[config.mk]
export PLATFORM = sky130hd
export DESIGN_NAME = mid_decode
export DESIGN_NICKNAME = d
export VERILOG_FILES = /design/src/hdl/mid_pkg.sv /design/src/hdl/mid_operand_fmt.sv /design/src/hdl/mid_decode.sv
export SDC_FILE = /design/constraint.sdc
export NUM_CORES = 1
export LEC_CHECK = 0
export BUFFER_PORTS_ARGS = -buffer_cell sky130_fd_sc_hd__buf_2
export CORE_ASPECT_RATIO = 0.7
export CORE_MARGIN = 5
export CORE_UTILIZATION = 30
export DETAILED_ROUTE_END_ITERATION = 7
export PLACE_DENSITY = 0.48
export SYNTH_ARGS = -nofsm -noshare
export SYNTH_HDL_FRONTEND = slang
export SYNTH_SLANG_ARGS = --single-unit
[constraint.sdc]
create_clock -name clk_sys -period 2.25 [get_ports clk_sys]
set_clock_uncertainty 0.1 [all_clocks]
set_input_delay 0.5625 -clock clk_sys [delete_from_list [all_inputs] [get_ports clk_sys]]
set_output_delay 0.5625 -clock clk_sys [all_outputs]
set_load 0.05 [all_outputs]
[src/hdl/mid_pkg.sv]
// constants, modes and carriers of the instruction decoder
// assumes one core clock; no registers reached by software
`default_nettype none
package mid_pkg;
    localparam int unsigned MID_BYTE_W = 8;
    localparam int unsigned MID_LEN_W = 2;
    localparam int unsigned MID_CYC_W = 3;

    // instruction lengths in bytes
    localparam logic [1:0] MID_LEN_1 = 2'h1;
    localparam logic [1:0] MID_LEN_2 = 2'h2;
    localparam logic [1:0] MID_LEN_3 = 2'h3;

    // instruction cycle counts of this core
    localparam logic [2:0] MID_CYC_1 = 3'h1;
    localparam logic [2:0] MID_CYC_2 = 3'h2;
    localparam logic [2:0] MID_CYC_3 = 3'h3;
    localparam logic [2:0] MID_CYC_5 = 3'h5;

    // values after reset
    localparam logic [2:0] MID_STALL_RST = 3'h0;
    localparam logic MID_READY_RST = 1'b0;

    // operand field positions
    localparam int unsigned MID_ABS_PAGE_LSB = 5;
    localparam int unsigned MID_PTR_SEL_BIT = 0;
    localparam int unsigned MID_REG_IDX_LSB = 0;

    typedef enum logic [4:0] {
        MID_OP_NONE = 5'b00000,
        MID_OP_ADD = 5'b00001,
        MID_OP_SUM_CARRY = 5'b00010,
        MID_OP_SUB_BORROW = 5'b00011,
        MID_OP_STEP_UP = 5'b00100,
        MID_OP_STEP_DOWN = 5'b00101,
        MID_OP_PTR_STEP = 5'b00110,
        MID_OP_MUL = 5'b00111,
        MID_OP_DIV = 5'b01000,
        MID_OP_DEC_ADJ = 5'b01001,
        MID_OP_AND = 5'b01010,
        MID_OP_OR = 5'b01011,
        MID_OP_XOR = 5'b01100,
        MID_OP_CLEAR = 5'b01101,
        MID_OP_INVERT = 5'b01110,
        MID_OP_SWAP = 5'b01111,
        MID_OP_ROT_L = 5'b10000,
        MID_OP_ROT_LC = 5'b10001,
        MID_OP_ROT_R = 5'b10010,
        MID_OP_ROT_RC = 5'b10011
    } mid_op_e;

    typedef enum logic [3:0] {
        MID_SRC_NONE = 4'b0000,
        MID_SRC_ACC = 4'b0001,
        MID_SRC_WORK_REG = 4'b0010,
        MID_SRC_DIRECT = 4'b0011,
        MID_SRC_INDIRECT = 4'b0100,
        MID_SRC_IMM = 4'b0101,
        MID_SRC_ACC_TO_DIR = 4'b0110,
        MID_SRC_IMM_TO_DIR = 4'b0111,
        MID_SRC_PTR = 4'b1000,
        MID_SRC_AB = 4'b1001
    } mid_src_e;

    typedef enum logic [2:0] {
        MID_DST_NONE = 3'b000,
        MID_DST_ACC = 3'b001,
        MID_DST_WORK_REG = 3'b010,
        MID_DST_DIRECT = 3'b011,
        MID_DST_INDIRECT = 3'b100,
        MID_DST_PTR = 3'b101,
        MID_DST_AB = 3'b110
    } mid_dst_e;

    typedef struct packed {
        mid_op_e op;
        mid_src_e src;
        mid_dst_e dst;
        logic [1:0] len;
        logic [2:0] cyc;
        logic [2:0] reg_idx;
        logic wr_cy;
        logic wr_ac;
        logic wr_ov;
        logic use_carry;
        logic legal;
    } mid_ctl_s;

    typedef struct packed {
        logic [15:0] rel_disp;
        logic [10:0] abs_addr;
        logic [15:0] long_addr;
        logic ptr_sel;
    } mid_opnd_s;

    localparam mid_ctl_s MID_CTL_RST = '0;
    localparam mid_opnd_s MID_OPND_RST = '0;
endpackage
`default_nettype wire

[src/hdl/mid_operand_fmt.sv]
// operand byte formatting: displacement, short and long addresses, pointer pick
// assumes the two bytes after the opcode are already fetched
`default_nettype none
module mid_operand_fmt (
    // instruction bytes
    input wire logic [7:0] opcode,
    input wire logic [7:0] arg1,
    input wire logic [7:0] arg2,
    // formatted operands
    output var mid_pkg::mid_opnd_s opnd
);
    logic [15:0] rel_ext;
    logic [10:0] abs_ext;
    logic [15:0] long_ext;
    logic ptr_bit;

    assign rel_ext = {{8{arg1[7]}}, arg1};
    assign abs_ext = {opcode[7:mid_pkg::MID_ABS_PAGE_LSB], arg1};
    assign long_ext = {arg1, arg2};
    // external moves pick their pointer elsewhere; bit only meaningful for indirect forms
    assign ptr_bit = opcode[mid_pkg::MID_PTR_SEL_BIT];

    // one driver for the whole carrier
    assign opnd = {rel_ext, abs_ext, long_ext, ptr_bit};
endmodule
`default_nettype wire

[src/hdl/mid_decode.sv]
// opcode decoder and cycle table for the arithmetic and logical groups
// assumes fetch offers opcode plus two following bytes on the core clock
//
// Functional notes
// - every opcode in these groups behaves exactly as the standard eight-bit instruction set.
// - timing follows this core's own cycle counts, given per opcode.
// - add: register 28-2F, direct 25, indirect 26-27, immediate 24.
// - sum_with_carry_in: register 38-3F, direct 35, indirect 36-37, immediate 34.
// - subtract_with_borrow: register 98-9F, direct 95, indirect 96-97, immediate 94.
// - step up: acc 04, register 08-0F, direct 05, indirect 06-07.
// - step_down: acc 14, register 18-1F, direct 15, indirect 16-17.
// - data_pointer step A3 is one byte, three cycles.
// - bitwise_and_op forms 58-5F, 55, 56-57, 54, 52, 53.
// - bitwise_or_op forms 48-4F, 45, 46-47, 44, 42, 43.
// - bitwise_xor_op register 68-6F one cycle, direct 65 two.
// - bitwise_xor_op indirect 66-67, immediate 64, 62, 63 three bytes.
// - one-cycle acc ops: clear E4, invert F4, swap C4, rotates 23 33 03 13.
// - relative operand byte is a signed two's-complement displacement.
// - short destinations are 11-bit addresses, long ones 16-bit.
// - indirect operands use work register zero or one by low opcode bit.
`default_nettype none
module mid_decode (
    // clock and reset
    input wire logic clk_sys,
    input wire logic rstn,
    // from fetch unit
    input wire logic op_valid,
    input wire logic [7:0] op_byte,
    input wire logic [7:0] op_arg1,
    input wire logic [7:0] op_arg2,
    output logic op_ready,
    // to sequencer and datapath
    output logic ctl_valid,
    output var mid_pkg::mid_ctl_s ctl,
    output var mid_pkg::mid_opnd_s opnd
);
    // length and cycles follow the operand form
    function automatic mid_pkg::mid_ctl_s mk(input mid_pkg::mid_op_e op, input mid_pkg::mid_src_e src,
                                             input logic [7:0] code);
        mid_pkg::mid_ctl_s c;
        c = mid_pkg::MID_CTL_RST;
        c.op = op;
        c.src = src;
        c.legal = 1'b1;
        c.reg_idx = code[2:0];
        c.dst = mid_pkg::MID_DST_ACC;
        case (src)
            mid_pkg::MID_SRC_DIRECT, mid_pkg::MID_SRC_IMM: begin
                c.len = mid_pkg::MID_LEN_2;
                c.cyc = mid_pkg::MID_CYC_2;
            end
            mid_pkg::MID_SRC_ACC_TO_DIR: begin
                c.len = mid_pkg::MID_LEN_2;
                c.cyc = mid_pkg::MID_CYC_2;
                c.dst = mid_pkg::MID_DST_DIRECT;
            end
            mid_pkg::MID_SRC_IMM_TO_DIR: begin
                c.len = mid_pkg::MID_LEN_3;
                c.cyc = mid_pkg::MID_CYC_3;
                c.dst = mid_pkg::MID_DST_DIRECT;
            end
            mid_pkg::MID_SRC_PTR: begin
                c.len = mid_pkg::MID_LEN_1;
                c.cyc = mid_pkg::MID_CYC_3;
                c.dst = mid_pkg::MID_DST_PTR;
            end
            mid_pkg::MID_SRC_AB: begin
                c.len = mid_pkg::MID_LEN_1;
                c.cyc = mid_pkg::MID_CYC_5;
                c.dst = mid_pkg::MID_DST_AB;
            end
            default: begin
                c.len = mid_pkg::MID_LEN_1;
                c.cyc = mid_pkg::MID_CYC_1;
            end
        endcase
        // step ops write back where the operand came from
        if (op == mid_pkg::MID_OP_STEP_UP || op == mid_pkg::MID_OP_STEP_DOWN) begin
            case (src)
                mid_pkg::MID_SRC_WORK_REG: c.dst = mid_pkg::MID_DST_WORK_REG;
                mid_pkg::MID_SRC_DIRECT: c.dst = mid_pkg::MID_DST_DIRECT;
                mid_pkg::MID_SRC_INDIRECT: c.dst = mid_pkg::MID_DST_INDIRECT;
                default: c.dst = mid_pkg::MID_DST_ACC;
            endcase
        end
        // flag effects as in the standard set
        case (op)
            mid_pkg::MID_OP_ADD: begin
                c.wr_cy = 1'b1;
                c.wr_ac = 1'b1;
                c.wr_ov = 1'b1;
            end
            mid_pkg::MID_OP_SUM_CARRY, mid_pkg::MID_OP_SUB_BORROW: begin
                c.wr_cy = 1'b1;
                c.wr_ac = 1'b1;
                c.wr_ov = 1'b1;
                c.use_carry = 1'b1;
            end
            mid_pkg::MID_OP_MUL, mid_pkg::MID_OP_DIV: begin
                c.wr_cy = 1'b1;
                c.wr_ov = 1'b1;
            end
            mid_pkg::MID_OP_DEC_ADJ: begin
                c.wr_cy = 1'b1;
                c.use_carry = 1'b1;
            end
            mid_pkg::MID_OP_ROT_LC, mid_pkg::MID_OP_ROT_RC: begin
                c.wr_cy = 1'b1;
                c.use_carry = 1'b1;
            end
            default: c.wr_cy = 1'b0;
        endcase
        return c;
    endfunction

    // full opcode table of the groups this block covers
    function automatic mid_pkg::mid_ctl_s lookup(input logic [7:0] b);
        mid_pkg::mid_ctl_s c;
        c = mid_pkg::MID_CTL_RST;
        casez (b)
            8'b0010_1???: c = mk(mid_pkg::MID_OP_ADD, mid_pkg::MID_SRC_WORK_REG, b);
            8'h25: c = mk(mid_pkg::MID_OP_ADD, mid_pkg::MID_SRC_DIRECT, b);
            8'b0010_011?: c = mk(mid_pkg::MID_OP_ADD, mid_pkg::MID_SRC_INDIRECT, b);
            8'h24: c = mk(mid_pkg::MID_OP_ADD, mid_pkg::MID_SRC_IMM, b);
            8'b0011_1???: c = mk(mid_pkg::MID_OP_SUM_CARRY, mid_pkg::MID_SRC_WORK_REG, b);
            8'h35: c = mk(mid_pkg::MID_OP_SUM_CARRY, mid_pkg::MID_SRC_DIRECT, b);
            8'b0011_011?: c = mk(mid_pkg::MID_OP_SUM_CARRY, mid_pkg::MID_SRC_INDIRECT, b);
            8'h34: c = mk(mid_pkg::MID_OP_SUM_CARRY, mid_pkg::MID_SRC_IMM, b);
            8'b1001_1???: c = mk(mid_pkg::MID_OP_SUB_BORROW, mid_pkg::MID_SRC_WORK_REG, b);
            8'h95: c = mk(mid_pkg::MID_OP_SUB_BORROW, mid_pkg::MID_SRC_DIRECT, b);
            8'b1001_011?: c = mk(mid_pkg::MID_OP_SUB_BORROW, mid_pkg::MID_SRC_INDIRECT, b);
            8'h94: c = mk(mid_pkg::MID_OP_SUB_BORROW, mid_pkg::MID_SRC_IMM, b);
            8'h04: c = mk(mid_pkg::MID_OP_STEP_UP, mid_pkg::MID_SRC_ACC, b);
            8'b0000_1???: c = mk(mid_pkg::MID_OP_STEP_UP, mid_pkg::MID_SRC_WORK_REG, b);
            8'h05: c = mk(mid_pkg::MID_OP_STEP_UP, mid_pkg::MID_SRC_DIRECT, b);
            8'b0000_011?: c = mk(mid_pkg::MID_OP_STEP_UP, mid_pkg::MID_SRC_INDIRECT, b);
            8'h14: c = mk(mid_pkg::MID_OP_STEP_DOWN, mid_pkg::MID_SRC_ACC, b);
            8'b0001_1???: c = mk(mid_pkg::MID_OP_STEP_DOWN, mid_pkg::MID_SRC_WORK_REG, b);
            8'h15: c = mk(mid_pkg::MID_OP_STEP_DOWN, mid_pkg::MID_SRC_DIRECT, b);
            8'b0001_011?: c = mk(mid_pkg::MID_OP_STEP_DOWN, mid_pkg::MID_SRC_INDIRECT, b);
            8'ha3: c = mk(mid_pkg::MID_OP_PTR_STEP, mid_pkg::MID_SRC_PTR, b);
            8'ha4: c = mk(mid_pkg::MID_OP_MUL, mid_pkg::MID_SRC_AB, b);
            8'h84: c = mk(mid_pkg::MID_OP_DIV, mid_pkg::MID_SRC_AB, b);
            8'hd4: c = mk(mid_pkg::MID_OP_DEC_ADJ, mid_pkg::MID_SRC_ACC, b);
            8'b0101_1???: c = mk(mid_pkg::MID_OP_AND, mid_pkg::MID_SRC_WORK_REG, b);
            8'h55: c = mk(mid_pkg::MID_OP_AND, mid_pkg::MID_SRC_DIRECT, b);
            8'b0101_011?: c = mk(mid_pkg::MID_OP_AND, mid_pkg::MID_SRC_INDIRECT, b);
            8'h54: c = mk(mid_pkg::MID_OP_AND, mid_pkg::MID_SRC_IMM, b);
            8'h52: c = mk(mid_pkg::MID_OP_AND, mid_pkg::MID_SRC_ACC_TO_DIR, b);
            8'h53: c = mk(mid_pkg::MID_OP_AND, mid_pkg::MID_SRC_IMM_TO_DIR, b);
            8'b0100_1???: c = mk(mid_pkg::MID_OP_OR, mid_pkg::MID_SRC_WORK_REG, b);
            8'h45: c = mk(mid_pkg::MID_OP_OR, mid_pkg::MID_SRC_DIRECT, b);
            8'b0100_011?: c = mk(mid_pkg::MID_OP_OR, mid_pkg::MID_SRC_INDIRECT, b);
            8'h44: c = mk(mid_pkg::MID_OP_OR, mid_pkg::MID_SRC_IMM, b);
            8'h42: c = mk(mid_pkg::MID_OP_OR, mid_pkg::MID_SRC_ACC_TO_DIR, b);
            8'h43: c = mk(mid_pkg::MID_OP_OR, mid_pkg::MID_SRC_IMM_TO_DIR, b);
            8'b0110_1???: c = mk(mid_pkg::MID_OP_XOR, mid_pkg::MID_SRC_WORK_REG, b);
            8'h65: c = mk(mid_pkg::MID_OP_XOR, mid_pkg::MID_SRC_DIRECT, b);
            8'b0110_011?: c = mk(mid_pkg::MID_OP_XOR, mid_pkg::MID_SRC_INDIRECT, b);
            8'h64: c = mk(mid_pkg::MID_OP_XOR, mid_pkg::MID_SRC_IMM, b);
            8'h62: c = mk(mid_pkg::MID_OP_XOR, mid_pkg::MID_SRC_ACC_TO_DIR, b);
            8'h63: c = mk(mid_pkg::MID_OP_XOR, mid_pkg::MID_SRC_IMM_TO_DIR, b);
            8'he4: c = mk(mid_pkg::MID_OP_CLEAR, mid_pkg::MID_SRC_ACC, b);
            8'hf4: c = mk(mid_pkg::MID_OP_INVERT, mid_pkg::MID_SRC_ACC, b);
            8'hc4: c = mk(mid_pkg::MID_OP_SWAP, mid_pkg::MID_SRC_ACC, b);
            8'h23: c = mk(mid_pkg::MID_OP_ROT_L, mid_pkg::MID_SRC_ACC, b);
            8'h33: c = mk(mid_pkg::MID_OP_ROT_LC, mid_pkg::MID_SRC_ACC, b);
            8'h03: c = mk(mid_pkg::MID_OP_ROT_R, mid_pkg::MID_SRC_ACC, b);
            8'h13: c = mk(mid_pkg::MID_OP_ROT_RC, mid_pkg::MID_SRC_ACC, b);
            // other groups belong to neighbouring decoders; flag and take one cycle
            default: begin
                c = mid_pkg::MID_CTL_RST;
                c.len = mid_pkg::MID_LEN_1;
                c.cyc = mid_pkg::MID_CYC_1;
            end
        endcase
        return c;
    endfunction

    mid_pkg::mid_ctl_s ctl_reg, ctl_next;
    mid_pkg::mid_opnd_s opnd_reg, opnd_next;
    logic ctl_valid_reg, ctl_valid_next;
    logic ready_reg, ready_next;
    logic [2:0] stall_reg, stall_next;
    mid_pkg::mid_ctl_s table_hit;
    mid_pkg::mid_opnd_s fmt_out;
    logic take;
    logic [2:0] stall_load;

    mid_operand_fmt u_fmt (
        .opcode(op_byte),
        .arg1(op_arg1),
        .arg2(op_arg2),
        .opnd(fmt_out)
    );

    assign table_hit = lookup(op_byte);
    assign take = op_valid & ready_reg;
    // sequencer is held off for the extra cycles of the instruction
    assign stall_load = table_hit.cyc - mid_pkg::MID_CYC_1;
    // all fields move together on the same edge
    assign ctl_next = take ? table_hit : ctl_reg;
    assign opnd_next = take ? fmt_out : opnd_reg;
    assign ctl_valid_next = take;
    assign stall_next = take ? stall_load : (stall_reg != 3'h0) ? stall_reg - 3'h1 : 3'h0;
    assign ready_next = take ? (stall_load == 3'h0) : (stall_reg <= 3'h1);

    always_ff @(posedge clk_sys or negedge rstn) begin
        if (!rstn) begin
            ctl_reg <= mid_pkg::MID_CTL_RST;
            opnd_reg <= mid_pkg::MID_OPND_RST;
            ctl_valid_reg <= 1'b0;
            ready_reg <= mid_pkg::MID_READY_RST;
            stall_reg <= mid_pkg::MID_STALL_RST;
        end else begin
            ctl_reg <= ctl_next;
            opnd_reg <= opnd_next;
            ctl_valid_reg <= ctl_valid_next;
            ready_reg <= ready_next;
            stall_reg <= stall_next;
        end
    end

    assign op_ready = ready_reg;
    assign ctl_valid = ctl_valid_reg;
    assign ctl = ctl_reg;
    assign opnd = opnd_reg;
endmodule
`default_nettype wire

==> impl_metrics.toml, run 1 <==
[drt]
totalWireLength_um = 11300
wl_per_cell_um = 16.6
dr_total_vias = 3412
via_per_inst = 5.03
first_iter_violations = 311
postRouteAntennaNets = 0
drc = 0
dr.pass1.iters = 5

[floorplan]
dieArea_um2 = 12900
ios = 98
rows = 31
start_util_pct = 30.9
die_w_um = 134
design.core.area_um2 = 10400
dieHeight_um = 96.7

[worst_setup_path]
path_class = "in2reg"
crit_arrival_ns = 2.46
crit_required_ns = 2.36
cp-start-kind = "input port"
end_kind = "flip-flop"
crit_fanout = 4

[timing]
holdWs_ns = 0.150
slew_violations = 0
rsz0062_at_grt = "true"
fmaxAchievable_ghz = 0.425
period_minus_slack_ns = 2.35
fin_ws_ns = -0.102
finalSetupViolations = 2
slew_headroom_pct = 72.9
fin_crit_sh_pct = 105
hold_viol = 0
tightest_slew_ns = 0.400

[finish]
area_delta_synth_final_pct = 44.2
largest_reg_flops = 24
fin_nets = 576
fin_cells = 678
diodes = 0
drive_above_1_share_pct = 42.3

[yosys]
yosysUniqueCellTypes = 60
synthFlopType = "dfrtp_1"
yosysSeqAreaShare_pct = 38.1
yosys_warnings = 0
ys_seq_elements = 49
synthesis.area_um2 = 3220
synth-edff-count = 0
syn-num-nets = 436
synth_area_per_cell_um2 = 7.95
synthArstFlopShare_pct = 100
syn_inst = 405

[clock_tree]
cts-root-buf = "clkbuf_16"
worstSkewPairLatency_ns = 0.29
cts_sinks = 49
path_clk_slew_ns = 0.07
cts_tree = "done"
htreeDepth = 2
clockBufferDepth = 2
cts_buffers = 5

[placed_design]
place_hpwl_um = 8930
gp_congestion = 0.942
dp_cells = 666
dp_slack_ns = -0.446
port_buffers = 97

[grt]
grt_pass1_vias = 3377
antenna_found_initial = 0
grt_start_max_net_pins = 50
grt_remaining_overflow = 0
grt_use_total_pct = 17.5
grt_pass1_wl_um = 18500

[status]
outcome = "finished, violations left"
violations = "negative setup slack"

[run]
cap_violations = 0

[power]
ir_drop_mv = 0.747
power-per-cell-area_nw_per_um2 = 1330
finalPower_mw = 6.17
p_leak_nw = 2.24

[hold_path]
hp-class = "in2async"
## worst max-delay path: stages
cell and delay (ns):
buf_8 0.10, or3b_4 0.38, a2111o_1 0.46, o211ai_1 0.19, nor4_4 0.10, or2_4 0.25, ha_4 0.26, nor2_2 0.03
a31oi_1 0.14
## power breakdown
part | internal, mW | switching (mW)
Combinational | 0.853 | 2.95
Sequential | 1.26 | 0.240
Clock | 0.555 | 0.306
## final cells by class
cell class                 count  area, um2
multi-input combinational    290       1780
inverter                       7       27.5
timing repair buffer         192       1270
sequential                    49       1230
clock buffer                   7        143
tap                          132        165
fill                        1061       5790
clock inverter                 1       30.0
## metrics by stage
stage                     util (%)  instance area (um2)  setup TNS [ns]
after floorplan                  -                 3360          -0.275
after global placement        41.5                 4330           -2.99
after detailed placement      41.5                 4330           -3.21
after CTS                     43.8                 4570          -0.212
after global routing          44.5                 4640          -0.360
final                         44.5                 4640          -0.158
## cell usage in the layout (no fill, tap or decap), drive strengths merged, types with 2 or more instances in the layout
cell type	Yosys	final
nand4	5	5
o21a	2	2
a311oi	2	2
o22a	2	2
nor4bb	2	2
clkbuf	16	8
o31ai	3	3
inv	5	5
nand2b	10	10
nor4	4	4
nor3	11	11
a32oi	2	2
ha	4	4
a31oi	8	8
o211ai	6	6
nor2	33	33
a211oi	5	5
dfrtp	49	49
or3	6	6
nand3	9	9
clkinv	2	2
o2bb2ai	2	2
a21oi	19	19
a221oi	2	2
a2111o	2	2
a41oi	4	4
buf	43	191
nor2b	6	6
nand2	84	84
or2	4	4
nor4b	2	2
o21ai	26	26
xnor2	2	2
mux2	2	2
a21boi	2	2
## final timing paths
kind	startpoint	depth (start not counted)	slack [ns]	end
max	op_byte[0]	9	-0.10	stall_reg[1]
min	rstn	2	0.15	ctl[1]
max reg2reg	op_ready	5	0.81	ctl[21]
min reg2reg	ctl[1]	2	0.37	ctl[1]
max in group asynchronous	rstn	2	1.66	ctl[17]
min in group clk_sys	op_arg1[2]	3	0.36	opnd[30]
## kinds of logic after synthesis
group                      after synthesis  synth area share (%)
buffers and inverters                   66                  11.3
adders and majority gates                4                  1.55
AOI/OAI and AO/OA                       96                  19.7
and+or+nand+nor                        184                  27.5
muxes                                    3                  1.01
DFF                                     49                  38.1
xor gates and xnor gates                 3                 0.816
## cell usage after synthesis (2+ instances only)
master | number | area, um2
nand2_1 | 84 | 315
o211ai_1 | 6 | 45.0
clkinv_1 | 2 | 7.51
nor2b_1 | 6 | 37.5
xnor2_1 | 2 | 17.5
nor2_1 | 33 | 124
inv_1 | 5 | 18.8
nor3_1 | 10 | 50.1
o22a_1 | 2 | 17.5
a311oi_1 | 2 | 17.5
ha_1 | 4 | 50.1
or3_1 | 6 | 37.5
buf_2 | 13 | 65.1
a211oi_1 | 5 | 37.5
a31oi_1 | 8 | 50.1
nand3_1 | 9 | 45.0
or2_2 | 4 | 25.0
a221oi_1 | 2 | 17.5
a2111o_1 | 2 | 22.5
a21oi_1 | 19 | 95.1
dfrtp_1 | 49 | 1230
nand4_1 | 5 | 31.3
nand2b_1 | 10 | 62.6
buf_4 | 25 | 188
a32oi_1 | 2 | 17.5
o21ai_0 | 26 | 130
clkbuf_1 | 16 | 60.1
o31ai_1 | 3 | 22.5
o2bb2ai_1 | 2 | 17.5
nor4bb_1 | 2 | 20.0
o21a_1 | 2 | 15.0
mux2_2 | 2 | 22.5
a21boi_0 | 2 | 15.0
nor4_1 | 3 | 18.8
a41oi_1 | 4 | 35.0
buf_1 | 4 | 15.0
## what timing repair did
action / in CTS / in global routing
setup buffers: 4 / 1
endpoints found under the setup margin: 4 / 8
pin swaps: 9 / 11
hold buffers: 0 / 0
resized for setup: 7 / 14
## per-layer routing
metal  global-route usage (%)  vias to the layer above  wire length (um)
met5                        0                        -                 0
met3                     3.22                       11               702
met4                     3.08                        0               110
met1                     26.7                     1623              5650
met2                     25.7                      104              4820
li1                         -                     1674                 -
Power figures use the tool's default switching activity.
==> run 2: changes to the inputs <==
- GPL_TIMING_DRIVEN: not set -> 0
==> impl_metrics.toml, run 2 (synthesis gave the netlist of run 1 again) <==
[clock_tree]
cts_sinks = 49
path_clk_slew_ns = 0.07
htreeDepth = 2
cts-root-buf = "clkbuf_16"
worstSkewPairLatency_ns = 0.29
cts_tree = "done"
clockBufferDepth = 2
cts_buffers = 5
cts_hold_buf = 0

[placed_design]
dp_slack_ns = -0.865
dp_cells = 633
place_area_um2 = 4010
gp_congestion = 0.956
place_hpwl_um = 8720
port_buffers = 96

[worst_setup_path]
path_class = "in2reg"
crit_arrival_ns = 2.50
ff2ff_path_depth = 4
end_kind = "flip-flop"
crit_end = "stall_reg[1]"
ff2ff_setup_slack_ns = 0.33
r2r_end = "stall_reg[1]"
timing.rr.start = "op_ready"
startpoint = "op_byte[1]"
crit_fanout = 5
crit_required_ns = 2.36
cp-start-kind = "input port"

[floorplan]
rows = 31
dieArea_um2 = 12900
ios = 98
start_util_pct = 30.9
die_w_um = 134
dieHeight_um = 96.7
design.core.area_um2 = 10400

[timing]
finalSetupViolations = 3
hold_viol = 0
fin_ws_ns = -0.139
slew_headroom_pct = 24.5
fin_crit_sh_pct = 106
tightest_slew_ns = 1.13
fmaxAchievable_ghz = 0.419
period_minus_slack_ns = 2.39
holdWs_ns = 0.357
rsz0062_at_grt = "true"
slew_violations = 0

[drt]
drc = 0
postRouteAntennaNets = 0
totalWireLength_um = 11900
dr.pass1.iters = 5
via_per_inst = 5.18
dr_total_vias = 3449
first_iter_violations = 252
wl_per_cell_um = 17.9

[grt]
grt_remaining_overflow = 0
grt_pass1_wl_um = 18600
grt_start_max_net_pins = 50
grt_use_total_pct = 18.0
grt_pass1_vias = 3293
antenna_found_initial = 0

[power]
ir_drop_mv = 0.758
p_leak_nw = 2.16
power-per-cell-area_nw_per_um2 = 1420
finalPower_mw = 6.49

[status]
violations = "negative setup slack"
outcome = "finished, violations left"

[run]
cap_violations = 0

[finish]
final_cell_mix = "buf_2, nand2_1, buf_4"
area_delta_synth_final_pct = 41.5
multiInputGateArea_um2 = 1820
fin_nets = 564
fin_cells = 666
drive_above_1_share_pct = 39.9
largest_reg_flops = 24
regArea_um2 = 1230
final_common_cell = "buf_2"
diodes = 0
nFillCells = 1076
final_area_um2 = 4550

[hold_path]
hp-class = "in2reg"
[run 2: changes by cell type in the layout (fill, tap and decap cells not counted), moves of 2 or more]
cell and change:
clkbuf_2 +4, buf_6 +2, nor2_4 +2, clkbuf_1 +11, buf_8 +3, nor2b_4 +2, buf_4 -36, nor2_2 +2
buf_2 +3, nor2b_2 -2, nor2_1 -4
[run 2: worst min path at each step]
stage               endpoint  depth (start not counted)  slack (ns)       start
global placement     opnd[7]                          2        0.36     opnd[7]
finish               opnd[7]                          3        0.36  op_arg2[6]
global route        opnd[28]                          3        0.36  op_arg1[0]
floorplan             ctl[0]                          0        0.17        rstn
CTS                 opnd[28]                          3        0.35  op_arg1[0]
detailed placement   opnd[7]                          2        0.36     opnd[7]
[run 2: repair_timing]
action                                  CTS  global route
pin swaps                                13            21
resized for setup                        17            41
buffers inserted                         13            12
endpoints found under the setup margin    9             6
[run 2: power breakdown]
part | switching (mW) | internal (mW)
clock | 0.322 | 0.556
combinational | 3.04 | 1.05
sequential | 0.257 | 1.26
total | 3.61 | 2.87
[run 2: per-layer routing]
layer / track usage, % / vias to the layer above / part of all wire, %
li1: - / 1652 / -
met2: 24.9 / 140 / 42
met3: 4.56 / 17 / 7.5
met4: 4.51 / 0 / 1.5
met1: 27.4 / 1640 / 49
met5: 0 / - / 0
[run 2: layout make-up]
type / count / share of cell area (%)
clock buffer: 7 / 3.13
multi-input combinational: 290 / 40.0
sequential: 49 / 26.9
inverter: 7 / 0.687
tap: 132 / 3.63
timing repair buffer: 121 / 15.3
buffer: 59 / 9.67
clock inverter: 1 / 0.659
[run 2: critical path, stage by stage]
cell	delay, ns
buf_8	0.10
or3b_4	0.39
a2111o_1	0.45
o211ai_1	0.18
nor4_4	0.10
or2_4	0.25
ha_4	0.27
nor2_4	0.03
a31oi_1	0.14
[run 2: stage by stage]
stage          setup TNS (ns)  utilization (%)
2_1_floorplan          -0.275                -
3_3_place_gp            -6.19             38.4
3_5_place_dp            -5.96             38.4
4_1_cts                -0.449             41.6
5_1_grt                -0.491             43.7
6_report               -0.284             43.7
==> run 3: changes to the inputs <==
- CORE_UTILIZATION: 30 -> 52
- PLACE_DENSITY: 0.48 -> 0.78
- clock period: 2.25 -> 2.3 ns (I/O delays scaled with it)
==> impl_metrics.toml, run 3 (synthesis gave the netlist of run 1 again) <==
[status]
outcome = "finished, violations left"
violations = "design-rule violations, negative setup slack"

[hold_path]
hold_depth = 3
min_from = "op_arg1[5]"
holdPathEnd = "opnd[33]"
hp-class = "in2reg"

[worst_setup_path]
path_class = "in2reg"
crit_arrival_ns = 2.59
crit_fanout = 4
cp_slowest_cell = "a2111o_1"
cp-start-kind = "input port"
r2r_end = "stall_reg[1]"
crit_required_ns = 2.41
ff2ff_path_depth = 4
path_buf_inv = 1
crit_chain = "buf_6, or3b_4, a2111o_1, o211ai_1, nor4_4, or2_4, ha_4, nor2_2, a31oi_1"
end_kind = "flip-flop"
crit_cells = 9
timing.rr.start = "op_ready"
cp_top_family = "compound AO/OA/AOI/OAI gates"
ff2ff_setup_slack_ns = 0.41
cp_slowest_stage_delay_ns = 0.48

[finish]
largest_reg_flops = 24
fin_nets = 564
drive_above_1_share_pct = 38.7
post-route-util_pct = 71.3
final_common_cell = "buf_2"
diodes = 0
area_delta_synth_final_pct = 35.7
final_cell_mix = "buf_2, nand2_1, buf_4"

[grt]
grt_use_total_pct = 27.4
grt_start_max_net_pins = 50
antenna_found_initial = 0
grt_pass1_vias = 3277
grt_remaining_overflow = 0
grt_pass1_wl_um = 17300

[drt]
dr.pass1.iters = 8
met1Wirelength_um = 5030
drc = 3
wl_per_cell_um = 18.3
highest_layer = "met4"
wl_met2_um = 4630
postRouteAntennaNets = 0
via_per_inst = 5.91
dr_total_vias = 3604
totalWireLength_um = 11100
wl_met3_um = 1240
first_iter_violations = 274

[timing]
fin_ws_ns = -0.174
fmaxAchievable_ghz = 0.404
tns_ns = -0.397
hold_viol = 0
fin_crit_sh_pct = 108
rsz0062_at_grt = "true"
finalSetupViolations = 3
slew_headroom_pct = 28.2
tightest_slew_ns = 1.08
slew_violations = 0
holdWs_ns = 0.370
period_minus_slack_ns = 2.47

[placed_design]
port_buffers = 96
gp_congestion = 1.06
place_hpwl_um = 7910
dp_slack_ns = -0.651

[power]
clkPwrFrac_pct = 7.8
p_leak_nw = 2.11
seqPwrFrac_pct = 24.9
switching_share_pct = 58.4
finalPower_mw = 5.93
ir_drop_mv = 0.814
p_comb_share_pct = 67.2
p_int_mw = 2.47
power-per-cell-area_nw_per_um2 = 1360
p_sw_mw = 3.46

[clock_tree]
htreeDepth = 2
cts_buffers = 5
path_clk_slew_ns = 0.08
worstSkewPairLatency_ns = 0.29
cts_tree = "done"
cts-root-buf = "clkbuf_8"
cts_sinks = 49
clockBufferDepth = 2

[floorplan]
design.core.area_um2 = 6130
ios = 98
dieHeight_um = 75.8
dieArea_um2 = 7890
rows = 24
die_w_um = 104
start_util_pct = 52.6

[run]
cap_violations = 0
==> run 3: cell count changes in the layout (fill, tap and decap cells not counted), moves of 2 or more <==
| cell | previous run | this run |
|---|---|---|
| a21oi_2 | 0 | 2 |
| buf_6 | 10 | 8 |
| buf_8 | 4 | 6 |
| clkbuf_16 | 5 | 1 |
| clkbuf_4 | 2 | 0 |
| clkbuf_8 | 1 | 5 |
| nor2_1 | 26 | 29 |
| nor2_2 | 5 | 3 |
==> run 3: final cells by class <==
cell class | count | area, um2
multi-input combinational | 290 | 1780
fill | 509 | 1760
sequential | 49 | 1230
timing repair buffer | 122 | 736
buffer | 58 | 427
tap | 78 | 97.6
clock buffer | 5 | 68.8
inverter | 7 | 31.3
clock inverter | 1 | 5.00
==> run 3: worst max-delay path by stage <==
stage                from            to  slack, ns
2_1_floorplan  op_byte[0]  stall_reg[1]      -0.08
3_3_place_gp   op_byte[3]      op_ready      -0.68
5_1_grt        op_byte[5]      op_ready      -0.23
4_1_cts        op_byte[1]  stall_reg[1]      -0.07
6_report       op_byte[0]  stall_reg[1]      -0.17
3_5_place_dp   op_byte[3]      op_ready      -0.65
==> run 3: power groups by stage <==
stage | Combinational (mW) | Sequential, mW | Clock, mW
2_1_floorplan | 1.80 | 2.73 | 0
3_5_place_dp | 3.92 | 1.49 | 0
6_report | 3.98 | 1.48 | 0.465
4_1_cts | 3.96 | 1.48 | 0.479
3_3_place_gp | 3.88 | 1.48 | 0
5_1_grt | 4.20 | 1.54 | 0.514
==> run 3: metal layers <==
| layer | vias to the layer above | global-route usage, % |
|---|---|---|
| met2 | 219 | 41.0 |
| met1 | 1705 | 39.8 |
| li1 | 1643 | - |
| met5 | - | 0 |
| met4 | 0 | 6.61 |
| met3 | 37 | 7.37 |
==> run 3: worst reg2reg max path, cell delays in order (launching register included) <==
cell      delay (ns)
dfrtp_1         0.38
nand2_1         0.28
clkbuf_1        0.44
clkbuf_1        0.42
a31oi_1         0.14
==> run 3: per-stage QoR <==
| stage | area [um2] | std cells |
|---|---|---|
| 2_1_floorplan | 3360 | 405 |
| 3_3_place_gp | 3940 | 579 |
| 3_5_place_dp | 3940 | 579 |
| 4_1_cts | 4210 | 600 |
| 5_1_grt | 4370 | 610 |
| 6_report | 4370 | 610 |
==> run 3: repair_timing <==
item | in CTS | in global routing
hold buffers | 0 | 0
endpoints found under the setup margin | 3 | 4
gates cloned | 0 | 1
pin swaps | 14 | 18
gates resized for setup | 23 | 22
buffers inserted | 16 | 9
